[src/observer_pkg.sv]
// Constants shared by the load observer configuration block.
// Assumes a single control-loop clock and a parameter message port driven by the controller.
package observer_pkg;
  localparam int PARAM_IDX_W = 3;
  localparam logic [2:0] IDX_MODE = 3'h0;
  localparam logic [2:0] IDX_PROP_BW = 3'h1;
  localparam logic [2:0] IDX_INT_BW = 3'h2;
  localparam logic [2:0] IDX_FB_GAIN = 3'h3;
  localparam logic [2:0] IDX_ACCEL_EST = 3'h4;
  localparam logic [2:0] IDX_TORQUE_EST = 3'h5;
  localparam logic [2:0] IDX_LPF_OVERRIDE = 3'h6;
  localparam logic [2:0] IDX_LPF_BW = 3'h7;
  localparam logic [15:0] PROP_BW_MAX = 16'h30D4;
  localparam logic [15:0] FB_GAIN_MAX = 16'h00C8;
  localparam logic [15:0] LPF_BW_LIMIT_STD = 16'h0185;
  localparam logic [15:0] LPF_BW_LIMIT_EXT = 16'h28BE;
  localparam logic [15:0] GAIN_RESET = 16'h0000;
  localparam logic [15:0] AUTO_GAIN_ON = 16'h0001;
  localparam logic [15:0] AUTO_GAIN_OFF = 16'h0000;
  typedef enum logic [2:0] {
    MODE_DISABLED = 3'b000,
    MODE_TORQUE_ONLY = 3'b001,
    MODE_TORQUE_VEL = 3'b010,
    MODE_VEL_ONLY = 3'b011,
    MODE_ACCEL_FB = 3'b100
  } obs_mode_t;
endpackage

[src/load_observer_config.sv]
// Load observer configuration, gain hold and estimate outputs of a servo drive.
// Assumes the controller writes and reads parameters by index over a simple message port on clk_i.
// Functional notes
// - Mode resets to 0, observer inactive, no estimate injected.
// - Mode 1 gives torque estimate only.
// - Mode 2 gives torque and velocity estimates to the loops.
// - Mode 3 gives velocity estimate only as velocity feedback.
// - Mode 4 disconnects acceleration reference; acceleration feedback only.
// - Proportional and integral bandwidths come from separate writable parameters.
// - Feedback and input gains set internally from the mode, except the manual feedback gain in mode 4.
// - Manual feedback gain accepted only in mode 4, output limited to 200.
// - Proportional bandwidth held in rad/s, output limited to 12500.
// - Integral bandwidth held as 16-bit unsigned, 0 to 65535.
// - Written gains taken as unsigned 16-bit, negatives as bit pattern.
// - Acceleration estimate readable as 32-bit signed.
// - Torque estimate readable as 16-bit signed.
// - Override 0: filter 389 Hz when zero, else limited to 389 Hz.
// - Override 1 with zero bandwidth bypasses the filter.
// - Override 1 with nonzero bandwidth limits to 10430 Hz.
// - Observer takes acceleration reference and position feedback, estimates load deviation.
`timescale 1ns/10ps
module load_observer_config
  import observer_pkg::*;
(
  // Clock, reset and loop update enable.
  input wire logic clk_i,
  input wire logic reset_n_i,
  input wire logic clk_en_i,
  // Parameter message port.
  input wire logic wr_en_i,
  input wire logic [PARAM_IDX_W-1:0] wr_idx_i,
  input wire logic [15:0] wr_data_i,
  input wire logic [PARAM_IDX_W-1:0] rd_idx_i,
  output logic [31:0] rd_data_o,
  // Estimator results and loop signals.
  input wire logic [31:0] accel_est_i,
  input wire logic signed [15:0] torque_est_i,
  // Observer configuration to the loop datapath.
  output logic [2:0] mode_o,
  output logic accel_ref_connect_o,
  output logic pos_fb_connect_o,
  output logic torque_est_apply_o,
  output logic vel_est_apply_o,
  output logic [15:0] prop_bw_o,
  output logic [15:0] int_bw_o,
  output logic [15:0] feedback_gain_o,
  output logic [15:0] input_gain_o,
  output logic lpf_bypass_o,
  output logic [15:0] lpf_bw_eff_o
);
  logic [2:0] mode_r, mode_nxt;
  logic [15:0] prop_bw_r, prop_bw_nxt;
  logic [15:0] int_bw_r, int_bw_nxt;
  logic [15:0] fb_gain_r, fb_gain_nxt;
  logic lpf_ovr_r, lpf_ovr_nxt;
  logic [15:0] lpf_bw_r, lpf_bw_nxt;
  logic [31:0] accel_est_r, accel_est_nxt;
  logic [15:0] torque_est_r, torque_est_nxt;
  logic [31:0] rd_data_r, rd_data_nxt;
  logic [2:0] mode_cfg_r, mode_cfg_nxt;
  logic ref_con_r, ref_con_nxt;
  logic pos_con_r, pos_con_nxt;
  logic tq_app_r, tq_app_nxt;
  logic vel_app_r, vel_app_nxt;
  logic [15:0] fbg_out_r, fbg_out_nxt;
  logic [15:0] ing_out_r, ing_out_nxt;
  logic byp_r, byp_nxt;
  logic [15:0] lpf_eff_r, lpf_eff_nxt;
  logic [15:0] pbw_out_r, pbw_out_nxt;
  logic [15:0] ibw_out_r, ibw_out_nxt;

  // Parameter store; out-of-range writes are not refused, as the controller validates them.
  always_comb begin
    mode_nxt = mode_r;
    prop_bw_nxt = prop_bw_r;
    int_bw_nxt = int_bw_r;
    fb_gain_nxt = fb_gain_r;
    lpf_ovr_nxt = lpf_ovr_r;
    lpf_bw_nxt = lpf_bw_r;
    if (wr_en_i) begin
      case (wr_idx_i)
        IDX_MODE: mode_nxt = wr_data_i[2:0];
        IDX_PROP_BW: prop_bw_nxt = wr_data_i;
        IDX_INT_BW: int_bw_nxt = wr_data_i;
        IDX_FB_GAIN: begin
          if (mode_r == MODE_ACCEL_FB) begin
            fb_gain_nxt = wr_data_i;
          end
        end
        IDX_LPF_OVERRIDE: lpf_ovr_nxt = wr_data_i[0];
        IDX_LPF_BW: lpf_bw_nxt = wr_data_i;
        default: mode_nxt = mode_r;
      endcase
    end
  end

  always_ff @(posedge clk_i or negedge reset_n_i) begin
    if (!reset_n_i) begin
      mode_r <= MODE_DISABLED;
      prop_bw_r <= GAIN_RESET;
      int_bw_r <= GAIN_RESET;
      fb_gain_r <= GAIN_RESET;
      lpf_ovr_r <= 1'b0;
      lpf_bw_r <= GAIN_RESET;
    end else if (clk_en_i) begin
      mode_r <= mode_nxt;
      prop_bw_r <= prop_bw_nxt;
      int_bw_r <= int_bw_nxt;
      fb_gain_r <= fb_gain_nxt;
      lpf_ovr_r <= lpf_ovr_nxt;
      lpf_bw_r <= lpf_bw_nxt;
    end
  end

  // Loop configuration, registered one update after the store so a write lands on the next update.
  always_comb begin
    mode_cfg_nxt = mode_r;
    ref_con_nxt = 1'b0;
    pos_con_nxt = 1'b0;
    tq_app_nxt = 1'b0;
    vel_app_nxt = 1'b0;
    fbg_out_nxt = AUTO_GAIN_OFF;
    ing_out_nxt = AUTO_GAIN_OFF;
    case (mode_r)
      MODE_DISABLED: begin
        tq_app_nxt = 1'b0;
      end
      MODE_TORQUE_ONLY: begin
        ref_con_nxt = 1'b1;
        pos_con_nxt = 1'b1;
        tq_app_nxt = 1'b1;
        fbg_out_nxt = AUTO_GAIN_ON;
        ing_out_nxt = AUTO_GAIN_ON;
      end
      MODE_TORQUE_VEL: begin
        ref_con_nxt = 1'b1;
        pos_con_nxt = 1'b1;
        tq_app_nxt = 1'b1;
        vel_app_nxt = 1'b1;
        fbg_out_nxt = AUTO_GAIN_ON;
        ing_out_nxt = AUTO_GAIN_ON;
      end
      MODE_VEL_ONLY: begin
        ref_con_nxt = 1'b1;
        pos_con_nxt = 1'b1;
        vel_app_nxt = 1'b1;
        fbg_out_nxt = AUTO_GAIN_ON;
        ing_out_nxt = AUTO_GAIN_ON;
      end
      MODE_ACCEL_FB: begin
        ref_con_nxt = 1'b0;
        pos_con_nxt = 1'b1;
        tq_app_nxt = 1'b1;
        fbg_out_nxt = (fb_gain_r > FB_GAIN_MAX) ? FB_GAIN_MAX : fb_gain_r;
        ing_out_nxt = AUTO_GAIN_OFF;
      end
      default: begin
        mode_cfg_nxt = MODE_DISABLED;
      end
    endcase
    pbw_out_nxt = (prop_bw_r > PROP_BW_MAX) ? PROP_BW_MAX : prop_bw_r;
    ibw_out_nxt = int_bw_r;
    byp_nxt = 1'b0;
    if (!lpf_ovr_r) begin
      if (lpf_bw_r == GAIN_RESET) begin
        lpf_eff_nxt = LPF_BW_LIMIT_STD;
      end else begin
        lpf_eff_nxt = (lpf_bw_r > LPF_BW_LIMIT_STD) ? LPF_BW_LIMIT_STD : lpf_bw_r;
      end
    end else if (lpf_bw_r == GAIN_RESET) begin
      byp_nxt = 1'b1;
      lpf_eff_nxt = GAIN_RESET;
    end else begin
      lpf_eff_nxt = (lpf_bw_r > LPF_BW_LIMIT_EXT) ? LPF_BW_LIMIT_EXT : lpf_bw_r;
    end
  end

  always_ff @(posedge clk_i or negedge reset_n_i) begin
    if (!reset_n_i) begin
      mode_cfg_r <= MODE_DISABLED;
      ref_con_r <= 1'b0;
      pos_con_r <= 1'b0;
      tq_app_r <= 1'b0;
      vel_app_r <= 1'b0;
      fbg_out_r <= AUTO_GAIN_OFF;
      ing_out_r <= AUTO_GAIN_OFF;
      pbw_out_r <= GAIN_RESET;
      ibw_out_r <= GAIN_RESET;
      byp_r <= 1'b0;
      lpf_eff_r <= LPF_BW_LIMIT_STD;
    end else if (clk_en_i) begin
      mode_cfg_r <= mode_cfg_nxt;
      ref_con_r <= ref_con_nxt;
      pos_con_r <= pos_con_nxt;
      tq_app_r <= tq_app_nxt;
      vel_app_r <= vel_app_nxt;
      fbg_out_r <= fbg_out_nxt;
      ing_out_r <= ing_out_nxt;
      pbw_out_r <= pbw_out_nxt;
      ibw_out_r <= ibw_out_nxt;
      byp_r <= byp_nxt;
      lpf_eff_r <= lpf_eff_nxt;
    end
  end

  // Estimate capture and read port.
  always_comb begin
    accel_est_nxt = accel_est_i;
    torque_est_nxt = torque_est_i;
    case (rd_idx_i)
      IDX_MODE: rd_data_nxt = {29'h0000000, mode_r};
      IDX_PROP_BW: rd_data_nxt = {16'h0000, prop_bw_r};
      IDX_INT_BW: rd_data_nxt = {16'h0000, int_bw_r};
      IDX_FB_GAIN: rd_data_nxt = {16'h0000, fb_gain_r};
      IDX_ACCEL_EST: rd_data_nxt = accel_est_r;
      IDX_TORQUE_EST: rd_data_nxt = {{16{torque_est_r[15]}}, torque_est_r};
      IDX_LPF_OVERRIDE: rd_data_nxt = {31'h00000000, lpf_ovr_r};
      IDX_LPF_BW: rd_data_nxt = {16'h0000, lpf_bw_r};
      default: rd_data_nxt = 32'h00000000;
    endcase
  end

  always_ff @(posedge clk_i or negedge reset_n_i) begin
    if (!reset_n_i) begin
      accel_est_r <= 32'h00000000;
      torque_est_r <= 16'h0000;
      rd_data_r <= 32'h00000000;
    end else if (clk_en_i) begin
      accel_est_r <= accel_est_nxt;
      torque_est_r <= torque_est_nxt;
      rd_data_r <= rd_data_nxt;
    end
  end

  assign mode_o = mode_cfg_r;
  assign accel_ref_connect_o = ref_con_r;
  assign pos_fb_connect_o = pos_con_r;
  assign torque_est_apply_o = tq_app_r;
  assign vel_est_apply_o = vel_app_r;
  assign prop_bw_o = pbw_out_r;
  assign int_bw_o = ibw_out_r;
  assign feedback_gain_o = fbg_out_r;
  assign input_gain_o = ing_out_r;
  assign lpf_bypass_o = byp_r;
  assign lpf_bw_eff_o = lpf_eff_r;
  assign rd_data_o = rd_data_r;

  mode_disabled_a: assert property (@(posedge clk_i) disable iff (!reset_n_i)
    (mode_o == MODE_DISABLED) |-> (!torque_est_apply_o && !vel_est_apply_o))
    else $error("Disabled mode applies an estimate.");
  mode_torque_a: assert property (@(posedge clk_i) disable iff (!reset_n_i)
    (mode_o == MODE_TORQUE_ONLY) |-> (torque_est_apply_o && !vel_est_apply_o))
    else $error("Torque only mode output wrong.");
  mode_both_a: assert property (@(posedge clk_i) disable iff (!reset_n_i)
    (mode_o == MODE_TORQUE_VEL) |-> (torque_est_apply_o && vel_est_apply_o))
    else $error("Standard mode must apply both estimates.");
  mode_vel_a: assert property (@(posedge clk_i) disable iff (!reset_n_i)
    (mode_o == MODE_VEL_ONLY) |-> (!torque_est_apply_o && vel_est_apply_o))
    else $error("Velocity only mode output wrong.");
  accel_ref_a: assert property (@(posedge clk_i) disable iff (!reset_n_i)
    (mode_o == MODE_ACCEL_FB) |-> !accel_ref_connect_o)
    else $error("Acceleration reference connected in feedback mode.");
  fb_gain_lock_a: assert property (@(posedge clk_i) disable iff (!reset_n_i)
    (clk_en_i && mode_r != MODE_ACCEL_FB) |=> $stable(fb_gain_r))
    else $error("Feedback gain changed outside feedback mode.");
  prop_bw_max_a: assert property (@(posedge clk_i) disable iff (!reset_n_i)
    prop_bw_o <= PROP_BW_MAX)
    else $error("Proportional bandwidth above limit.");
  lpf_std_a: assert property (@(posedge clk_i) disable iff (!reset_n_i)
    (clk_en_i && !lpf_ovr_r && lpf_bw_r == GAIN_RESET) |=> (lpf_bw_eff_o == LPF_BW_LIMIT_STD && !lpf_bypass_o))
    else $error("Standard filter bandwidth wrong.");
  lpf_bypass_a: assert property (@(posedge clk_i) disable iff (!reset_n_i)
    (clk_en_i && lpf_ovr_r && lpf_bw_r == GAIN_RESET) |=> lpf_bypass_o)
    else $error("Filter not bypassed.");
  lpf_ext_a: assert property (@(posedge clk_i) disable iff (!reset_n_i)
    lpf_bw_eff_o <= LPF_BW_LIMIT_EXT)
    else $error("Filter bandwidth above extended limit.");
  // A write followed by a low enable on the next update is not judged at all, so frozen loops never fire it.
  write_lands_a: assert property (@(posedge clk_i) disable iff (!reset_n_i)
    (clk_en_i && wr_en_i && wr_idx_i == IDX_MODE && wr_data_i[2:0] <= MODE_ACCEL_FB) ##1 clk_en_i
    |=> mode_o == $past(wr_data_i[2:0], 2))
    else $error("Mode write did not land on the next update.");
  // Codes 5 to 7 decode to all-off, so a stray mode write can never inject an estimate.
  mode_accel_a: assert property (@(posedge clk_i) disable iff (!reset_n_i)
    (mode_o == MODE_ACCEL_FB) |-> (torque_est_apply_o && !vel_est_apply_o && input_gain_o == AUTO_GAIN_OFF))
    else $error("Acceleration feedback mode output wrong.");
  auto_gain_a: assert property (@(posedge clk_i) disable iff (!reset_n_i)
    (mode_o == MODE_TORQUE_ONLY || mode_o == MODE_TORQUE_VEL || mode_o == MODE_VEL_ONLY)
    |-> (feedback_gain_o == AUTO_GAIN_ON && input_gain_o == AUTO_GAIN_ON))
    else $error("Internal observer gains wrong.");
  fb_gain_max_a: assert property (@(posedge clk_i) disable iff (!reset_n_i)
    feedback_gain_o <= FB_GAIN_MAX)
    else $error("Feedback gain above limit.");
  pos_fb_a: assert property (@(posedge clk_i) disable iff (!reset_n_i)
    (mode_o != MODE_DISABLED) |-> pos_fb_connect_o)
    else $error("Position feedback not connected to the observer.");
  lpf_limit_a: assert property (@(posedge clk_i) disable iff (!reset_n_i)
    (clk_en_i && !lpf_ovr_r) |=> (lpf_bw_eff_o <= LPF_BW_LIMIT_STD))
    else $error("Filter bandwidth above standard limit.");
  prop_store_a: assert property (@(posedge clk_i) disable iff (!reset_n_i)
    (clk_en_i && wr_en_i && wr_idx_i == IDX_PROP_BW) |=> (prop_bw_r == $past(wr_data_i)))
    else $error("Proportional bandwidth not stored as written.");
endmodule

[config.mk]
export PLATFORM = sky130hd
export DESIGN_NAME = load_observer_config
export DESIGN_NICKNAME = d
export VERILOG_FILES = /design/src/observer_pkg.sv /design/src/load_observer_config.sv
export SDC_FILE = /design/constraint.sdc
export NUM_CORES = 1
export LEC_CHECK = 0
export BUFFER_PORTS_ARGS = -buffer_cell sky130_fd_sc_hd__clkbuf_2
export CORE_MARGIN = 5
export CORE_UTILIZATION = 30
export CTS_BUF_LIST = sky130_fd_sc_hd__clkbuf_4 sky130_fd_sc_hd__clkbuf_8
export CTS_CLUSTER_DIAMETER = 200
export CTS_CLUSTER_SIZE = 8
export DETAILED_ROUTE_END_ITERATION = 8
export PLACE_DENSITY = 0.55
export SYNTH_ARGS = -nofsm -noshare
export SYNTH_HDL_FRONTEND = slang
export SYNTH_SLANG_ARGS = --single-unit
[constraint.sdc]
create_clock -name clk_i -period 3.7 [get_ports clk_i]
set_input_delay 0.185 -clock clk_i [delete_from_list [all_inputs] [get_ports clk_i]]
set_output_delay 0.185 -clock clk_i [all_outputs]
set_load 0.05 [all_outputs]
# Yosys cells after proc, flatten, opt, wreduce, memory -nomap -nowiden
# Index checks and enable logic that the tools add are counted.
[word_totals] wordCells=72 inputBits=74 reg_bits=236 out_inout_bits=120
[classes] reduce_logical=15 mux=17 n_eq_ne=16 order_cmp=4
[ops] operator="$pmux 32 s8" n=1
[ops] operator="$mux 16" n=7
[ops] operator="$gt 16x14->1 const B" n=2
[ops] operator="$pmux 16 s2" n=1
[ops] operator="$eq 3x3->1 const B" n=7
[ops] operator="$eq 3x2->1 const B" n=6
[ops] operator="$gt 16x8->1 const B" n=1
[ops] operator="$gt 16x9->1 const B" n=1
[ops] operator="$logic_not 16->1" n=1
[ops] operator="$reduce_and 3->1" n=5
[ops] operator="$eq 3x1->1 const B" n=3
[ops] operator="$logic_not 3->1" n=3
[ops] operator="$mux 1" n=7
[ops] operator="$reduce_or 3->1" n=2
[ops] operator="$reduce_or 5->1" n=1
[ops] operator="$reduce_and 4->1" n=1
[ops] operator="$reduce_or 4->1" n=1
[ops] operator="$mux 3" n=1
[ops] operator="$reduce_or 2->1" n=1

# Longest topological paths before layout
# Gate-level depths: netlist of run 1.
[depth] word_depth=4 mapped_depth=7 mapped_depth_nobuf=5

# Worst setup path before layout of run 1
# No wires, ideal clock.
[synth_timing] path_kind="reg-to-reg" startpoint="register lpf_bw_r[14]" endpoint="register lpf_eff_r[10] (netlist: lpf_bw_eff_o[10])" arrival_time_ns=1.699 t_required_ns=3.577 path_slack_ns=1.878 stages_incl_launch_ff=7 setup_ns=0.123 period_less_slack_ns=1.822 n_path_buf=1 cell_sequence="dfrtp_1 -> or3_4 -> or2_4 -> o311ai_4 -> and2_1 -> buf_6 -> o2bb2ai_1"
[synth_via] elab_chain_len=4 elab_cells_between_ends=8 cone_classes="order compare (2); mux (5); reduce/logical (1)"
[synth_lines] item="start, declared" line_no="load_observer_config.sv:56" text="logic [15:0] lpf_bw_r, lpf_bw_nxt;"
[synth_lines] item="start signal, assigned" line_no="load_observer_config.sv:111" text="lpf_bw_r <= lpf_bw_nxt;"
[synth_lines] item="$gt 16x9->1 / $gt 16x14->1 (equally long branches)" line_no="load_observer_config.sv:168, load_observer_config.sv:174"
[synth_lines] item="$mux 16 (on tied branches)" line_no="load_observer_config.sv:168, load_observer_config.sv:174"
[synth_lines] item="$mux 16 (on tied branches)" line_no="load_observer_config.sv:165, load_observer_config.sv:170"
[synth_lines] item="$mux 16 (*)" line_no="load_observer_config.sv:164" text="if (!lpf_ovr_r) begin"
[synth_lines] item="end signal, assigned" line_no="load_observer_config.sv:202" text="lpf_eff_r <= lpf_eff_nxt;"
[synth_lines] item="end, declared" line_no="load_observer_config.sv:68" text="logic [15:0] lpf_eff_r, lpf_eff_nxt;"
# Mark *: on every way between the ends. The rest lies on a longest branch, timed or not.
# A chain may end at the register's enable or synchronous reset.

# Worst setup path in the final report of run 1
[layout_timing] startpoint="input port clk_en_i" endpoint="register int_bw_r[11] (netlist: ibw_out_nxt[11])"
[layout_via] elab_chain_len=1
[layout_lines] item="start, declared" line_no="load_observer_config.sv:28" text="input wire logic clk_en_i,"
[layout_lines] item="$reduce_and 3->1 (no source line)"
[layout_lines] item="end signal, assigned" line_no="load_observer_config.sv:108" text="int_bw_r <= int_bw_nxt;"
[layout_lines] item="end, declared" line_no="load_observer_config.sv:53" text="logic [15:0] int_bw_r, int_bw_nxt;"
# No other way between the ends.

==> results of run 1 <==
-- stage by stage --
step / instance area [µm²] / total power [W] / hold slack (ns) / setup slack [ns] / util
2_1_floorplan: 9520 / 0.00458 / -0.111 / 1.88 / -
4_1_cts: 11900 / 0.00719 / 0.00586 / 1.60 / 0.381
3_3_place_gp: 10700 / 0.00525 / 0.334 / 1.54 / 0.342
3_5_place_dp: 10700 / 0.00527 / 0.334 / 1.48 / 0.342
5_1_grt: 11900 / 0.00744 / 0.0300 / 1.46 / 0.381
6_report: 11900 / 0.00709 / 0.0601 / 1.59 / 0.381
-- per-layer routing --
layer  part of all wire  vias up
li1                   -     3153
met1               0.44     3489
met2               0.47      236
met3              0.054       62
met4              0.033        0
met5                  0        -
-- flip-flops by register name, summed over array words and instances, names as in the netlist, 3 cells and up --
| name | cells |
|---|---|
| int_bw_o | 16 |
| feedback_gain_o | 16 |
| lpf_bw_r | 16 |
| prop_bw_o | 16 |
| fb_gain_r | 16 |
| torque_est_r | 16 |
| accel_est_r | 32 |
| rd_data_o | 32 |
| mode_o | 3 |
| mode_r | 3 |
| prop_bw_r | 16 |
| lpf_bw_eff_o | 16 |
| ibw_out_nxt | 16 |
-- where the power goes --
part           total, W  internal, W  switching (W)  leakage [nW]
Combinational   0.00203     0.000661        0.00137          2.45
Sequential      0.00323      0.00283       0.000404          2.72
Clock           0.00183     0.000942       0.000885         0.294
Total           0.00709      0.00443        0.00266          5.47
-- area by class of cell --
class                      count  area [µm²]  area share
sequential                   220        5510       0.462
tap                          402         503      0.0422
inverter                      14        52.6     0.00440
clock buffer                  42         509      0.0427
clock inverter                 2        41.3     0.00346
multi-input combinational    463        3650       0.306
timing repair buffer         257        1670       0.140
-- cell usage after synthesis, drive strengths merged (2+ instances only) --
| library cell | number |
|---|---|
| nand3 | 6 |
| clkbuf | 28 |
| and3 | 2 |
| a22oi | 12 |
| inv | 13 |
| o2bb2ai | 14 |
| a21oi | 64 |
| o21ai | 15 |
| o32ai | 2 |
| dfrtp | 216 |
| a31o | 2 |
| or3 | 2 |
| nor4 | 7 |
| dfstp | 4 |
| a221oi | 9 |
| nand2 | 19 |
| o22a | 2 |
| a41oi | 2 |
| nor2 | 56 |
| a31oi | 4 |
| a22o | 19 |
| o31ai | 2 |
| nand4 | 6 |
| o211ai | 2 |
| a2111oi | 2 |
| mux2i | 2 |
| and2 | 4 |
| mux2 | 153 |
| nor2b | 18 |
| mux4 | 5 |
| buf | 33 |
| nand3b | 2 |
| nor3 | 4 |
-- path summary, 6_finish.rpt --
| check | endpoint | slack, ns | depth (start not counted) |
|---|---|---|---|
| max in group asynchronous | feedback_gain_o[10]$_DFFE_PN0P_ | 2.43 | 3 |
| max | ibw_out_nxt[11]$_DFFE_PN0P_ | 1.59 | 6 |
| min in group asynchronous | rd_data_o[11]$_DFFE_PN0P_ | 0.26 | 2 |
| max reg2reg | lpf_bw_eff_o[1]$_DFFE_PN0P_ | 1.65 | 5 |
| min | mode_r[2]$_DFFE_PN0P_ | 0.06 | 3 |
| min reg2reg | lpf_bw_eff_o[8]$_DFFE_PN1P_ | 0.49 | 2 |
-- kinds of logic (layout without fill, tap and decap cells) --
logic type | Yosys count | in the layout | share of synthesized area
flops | 220 | 220 | 0.582
mux | 160 | 160 | 0.196
compound gates | 155 | 155 | 0.113
simple gates | 132 | 132 | 0.0693
buf+inv | 75 | 315 | 0.0383
other cells | 1 | 15 | 0.000396
xor+xnor | 1 | 1 | 0.000926
-- tightest hold or removal path, delay by kind of cell --
family	cells	cell delay (ns)
simple gates	1	0.09
mux	1	0.22
buf+inv	1	0.11
-- cells in the final DEF, fill, tap and decap left out, types with 4 or more instances in the layout --
master	netlist	routed
dfstp_2	4	4
dlygate4sd3_1	0	67
o21ai_0	15	15
a21oi_1	64	64
nand4_1	6	6
a221oi_1	9	9
a22o_1	18	18
a22oi_1	12	12
a31oi_1	4	4
clkbuf_4	0	11
buf_4	16	12
nor2b_1	18	18
mux2_2	153	153
nand2_1	19	19
nand3_1	6	6
nor2_1	55	55
nor3_1	4	4
inv_1	13	13
dfrtp_1	216	216
nor4_1	6	6
and2_1	4	4
conb_1	1	15
clkbuf_2	0	176
o2bb2ai_1	14	14
mux4_2	5	5
clkbuf_8	0	31
==> run_results.csv, run 1 <==
group,metric,value,unit
layout,fin_nets,1061,
synth,syn_inst,744,
grt,grtUsageMet3,0.0300,
run,max_cap_violations,0,
power_and_ir_drop,pwr_density_cell,594,nW/µm²
synth,netlist_area,9460,µm²
die,die_x,188,µm
clocking,clockRootBuffer,"clkbuf_8",
clocking,cts_max_path_buffers,3,
clocking,cts_resized,0,
drt,dr.pass1.iters,4,
grt,grt_first_pass_wirelength,44400,µm
layout,fillers,3083,
setup_path,critical_path_arrival,2.57,ns
synth,synth_edf_count,0,
grt,use_met2,0.261,
worst_hold_path,hp-class,"in2reg",
setup_path,r2r_start,"lpf_bw_r[12]$_DFFE_PN0P_",
sta,post-route-period-util,0.569,
sta,fin_crit,2.11,ns
grt,grt-busiest-layer,"met2",
setup_path,critPathLaunchType,"primary input",
grt,grt_use_met1,0.215,
power_and_ir_drop,peakVddDrop,0.310,mV
placed_design,place_inst,1289,
placed_design,io_buffers,178,
clocking,numCtsBuffers,31,
sta,setup_viol,0,
setup_path,path_class,"in2reg",
setup_path,crit_family,"simple AND/OR/NAND/NOR gates",
synth,synth-async-reset-ratio,1.00,
setup_path,critPathLaunch,"clk_en_i",
placed_design,hpwlAfterDp,20700,µm
setup_path,worstPathCellList,"dlygate4sd3_1 > buf_6 > nand2_1 > nor2_1 > and3_1 > mux2_2",
die,start_util,0.302,
sta,max-slew-margin-rel,0.372,
drt,via_count,6940,
clocking,clock_latency,0.58,ns
placed_design,gp_congestion,0.850,
clocking,cts_tree,"done",
grt,grt_antenna_before_repair,0,
setup_path,critPathRequiredTime,4.16,ns
synth,synth_top_area_frac,0.571,
layout,antenna_cells,0,
drt,drt-initial-drc-count,364,
synth,yosys_register_bits,220,
sta,maxSlewViolCount,0,
sta,fin_setup_tns,0,ns
die,die_h,188,µm
layout,final_cells,1400,
grt,grt_use_total,0.159,
synth,synthFlopType,"dfrtp_1",
die,coreArea,31300,µm²
setup_path,crit_buf_inv,2,
grt,grt_overflow,0,
setup_path,cpPeakStageDelay,0.79,ns
synth,yosys-top-cells-area,"dfrtp_1, mux2_2, a21oi_1",
grt,grt_max_degree,114,
run_status,status,"completed",
synth,ys_seq_area_frac,0.582,
drt,detail_route.wl_per_cell,20.5,µm
synth,avgSynthCellArea,12.7,µm²
drt,via_per_inst,4.96,
sta,worstMarginPinSlew,0.942,ns
die,num_io_pins,194,
layout,drive_above_1_share,0.407,
drt,drc,0,
worst_hold_path,hp-start,"wr_idx_i[2]",
clocking,cts_sinks,220,
drt,wirelength,28700,µm
setup_path,crit_path_max_fanout,34,
setup_path,endpoint_kind,"flop",
sta,maxClockFrequency,475,MHz
synth,yosysWarnings,0,
grt,grt_pass1_vias,7251,
die,rows,65,
clocking,htreeDepth,1,
setup_path,slowest_stage,"and3_1",
clocking,clk_pin_slew,0.07,ns
die,dieArea,35200,µm²
drt,drtAntennaViolNets,0,
layout,area_growth,26.1,%
sta,rsz0062_at_grt,"no",
sta,final-hold-violation-count,0,
clocking,post_cts_buffers,0,
power_and_ir_drop,power.leakage,5.47,nW
synth,synth.distinct_cells,54,
clocking,ctsHoldBuffers,67,
sta,skew,0.0127,ns
synth,yosysTopAreaCell,"dfrtp_1",
Note: power is estimated with default switching activity, not from simulation.
==> inputs of run 2 (changes only) <==
Settings changed: ABC_AREA set to 1, PLACE_DENSITY 0.55 to 0.57.
Clock period 3.7 ns to 1.85 ns, I/O delays scaled along.
==> run_results.csv, run 2 <==
group,metric,value,unit
run_status,status,"completed",
die,dieArea,35700,µm²
grt,grt_use_total,0.173,
grt,grt_max_degree,125,
layout,antenna_cells,0,
setup_path,timing.critical_path.mode_cell,"nand2_1",
setup_path,path_class,"reg2reg",
synth,synth-async-reset-ratio,1.00,
clocking,numCtsBuffers,31,
setup_path,worstPathCellList,"nor2_1 > nand2_1 > nor2_1 > nand2_1 > nand2_1 > nand2_1 > nand3_1 > nand2_1",
setup_path,cpPeakStageDelay,0.48,ns
setup_path,endpoint_kind,"flop",
clocking,clockRootBuffer,"clkbuf_8",
die,rows,65,
sta,post-route-period-util,0.902,
sta,rsz0062_at_grt,"no",
drt,drtAntennaViolNets,0,
layout,drive_above_1_share,0.195,
layout,final_common_cell,"nand2_1",
power_and_ir_drop,design_power_total,0.0136,W
setup_path,crit_family,"simple AND/OR/NAND/NOR gates",
setup_path,r2r_start,"prop_bw_r[9]$_DFFE_PN0P_",
layout,fin_nets,1468,
synth,synth_most_common_cell,"nand2_1",
sta,setup_viol,0,
grt,grt_pass1_vias,8578,
setup_path,critPathLaunchType,"flop",
drt,wirelength,31300,µm
die,die_h,189,µm
synth,synth_common_cells,"nand2_1, dfrtp_1, o21ai_0, inv_1, nor2_1",
grt,grt_antenna_before_repair,0,
sta,worstMarginPinSlew,0.942,ns
sta,final-hold-violation-count,0,
sta,fin_crit,1.67,ns
synth,synthFlopType,"dfrtp_1",
run,max_cap_violations,0,
sta,skew,0.0250,ns
synth,netlist_area,9610,µm²
layout,area_growth,26.2,%
grt,grt_first_pass_wirelength,49000,µm
die,die_x,189,µm
grt,grt_overflow,0,
sta,fin_setup_tns,0,ns
synth,synth.distinct_cells,35,
die,start_util,0.304,
layout,final_cells,1808,
clocking,clk_pin_slew,0.07,ns
drt,detail_route.wl_per_cell,17.3,µm
setup_path,r2r_slack,0.18,ns
power_and_ir_drop,pwr_density_cell,1120,nW/µm²
drt,via_per_inst,4.64,
sta,maxSlewViolCount,0,
placed_design,hpwlAfterDp,22300,µm
setup_path,crit_path_max_fanout,12,
drt,drc,0,
setup_path,critical_path_arrival,2.13,ns
placed_design,gp_congestion,0.852,
placed_design,io_buffers,178,
setup_path,reg2reg_to,"prop_bw_o[11]$_DFFE_PN0P_",
synth,yosys-top-cells-area,"dfrtp_1, nand2_1, o21ai_0",
synth,yosysTopAreaCell,"dfrtp_1",
drt,via_count,8385,
die,num_io_pins,194,
synth,synth_edf_count,0,
sta,max-slew-margin-rel,0.370,
synth,syn_inst,1147,
setup_path,reg2regPathDepth,8,
placed_design,place_inst,1692,
power_and_ir_drop,power.leakage,6.33,nW
drt,drt-initial-drc-count,506,
clocking,cts_max_path_buffers,3,
sta,maxClockFrequency,599,MHz
worst_hold_path,hp-class,"in2async",
clocking,htreeDepth,1,
clocking,cts_sinks,220,
clocking,clock_latency,0.59,ns
setup_path,critPathRequiredTime,2.31,ns
power_and_ir_drop,peakVddDrop,0.567,mV
setup_path,slowest_stage,"dfrtp_1",
layout,fillers,3289,
synth,yosysWarnings,0,
die,coreArea,31600,µm²
layout,final_cell_mix,"nand2_1, dfrtp_1, clkbuf_2",
synth,synth_top_area_frac,0.562,
synth,yosys_register_bits,220,
synth,avgSynthCellArea,8.38,µm²
setup_path,crit_buf_inv,0,
drt,dr.pass1.iters,5,
synth,ys_seq_area_frac,0.573,
clocking,cts_tree,"done",
-- run 2: cell count changes in the layout (fill, tap and decap cells not counted), sizes merged, moves of 9 or more --
| cell | previous run | this run |
|---|---|---|
| a21oi | 64 | 17 |
| a221oi | 9 | 0 |
| a22o | 19 | 0 |
| inv | 14 | 110 |
| mux2 | 153 | 0 |
| nand2 | 19 | 405 |
| nand3 | 6 | 44 |
| nor2 | 56 | 84 |
| nor2b | 18 | 0 |
| o21ai | 15 | 157 |
| o2bb2ai | 14 | 0 |
-- run 2: timing repair --
item	4_1_cts	5_1_grt
buffers inserted	0	0
resized for setup	0	0
endpoints found under the hold margin	346	0
hold buffers	71	0
-- run 2: how the worst max path moves through the flow --
stage                              startpoint                      endpoint  slack (ns)  cells past startpoint
floorplan           prop_bw_r[14]$_DFFE_PN0P_      prop_bw_o[3]$_DFFE_PN0P_        0.54                      9
global placement     lpf_bw_r[14]$_DFFE_PN0P_   lpf_bw_eff_o[6]$_DFFE_PN0P_        0.22                      7
detailed placement   lpf_bw_r[14]$_DFFE_PN0P_  lpf_bw_eff_o[10]$_DFFE_PN0P_        0.20                      7
CTS                  lpf_bw_r[14]$_DFFE_PN0P_   lpf_bw_eff_o[9]$_DFFE_PN0P_        0.18                      7
global route         lpf_bw_r[14]$_DFFE_PN0P_   lpf_bw_eff_o[9]$_DFFE_PN0P_        0.03                      7
finish               prop_bw_r[9]$_DFFE_PN0P_     prop_bw_o[11]$_DFFE_PN0P_        0.18                      8
-- run 2: through the flow --
| stage | hold WS [ns] | setup slack (ns) | instance area (µm²) | utilization |
|---|---|---|---|---|
| after floorplan | -0.203 | 0.541 | 9670 | - |
| after global placement | -0.0438 | 0.217 | 10900 | 0.344 |
| after detailed placement | -0.0476 | 0.200 | 10900 | 0.344 |
| after CTS | 0.104 | 0.179 | 12100 | 0.384 |
| after global routing | 0.111 | 0.0336 | 12100 | 0.384 |
| final | 0.100 | 0.181 | 12100 | 0.384 |
-- run 2: cell families after synthesis --
| kind of cell | Yosys count | share of synthesized area |
|---|---|---|
| compound gates | 196 | 0.110 |
| flops | 220 | 0.573 |
| other cells | 1 | 0.000390 |
| simple gates | 552 | 0.233 |
| buf+inv | 178 | 0.0838 |
-- run 2: area by class of cell --
| class | instances | area (µm²) | share of cell area |
|---|---|---|---|
| inverters | 111 | 418 | 0.0344 |
| well taps | 402 | 503 | 0.0415 |
| multi-input cells | 763 | 3350 | 0.276 |
| flip-flops and latches | 220 | 5510 | 0.454 |
| clock inverters | 2 | 37.5 | 0.00309 |
| clock buffers | 43 | 517 | 0.0426 |
| repair buffers | 267 | 1800 | 0.148 |
-- run 2: where the power goes --
| part | internal, W | switching (W) |
|---|---|---|
| combinational | 0.000940 | 0.00272 |
| sequential | 0.00556 | 0.000620 |
| clock | 0.00190 | 0.00186 |
| total | 0.00840 | 0.00519 |
-- run 2: layer usage --
metal	up-vias	global-route usage	part of all wire
li1	4080	-	-
met5	-	0	0
met2	248	0.286	0.47
met3	69	0.0288	0.054
met1	3988	0.228	0.44
met4	0	0.0661	0.041
-- run 2: worst register-to-register path, cell delays in order, from the launching register on --
cell and delay [ns]:
dfrtp_1 0.48, nor2_1 0.14, nand2_1 0.13, nor2_1 0.17, nand2_1 0.07, nand2_1 0.05, nand2_1 0.26, nand3_1 0.17
nand2_1 0.06
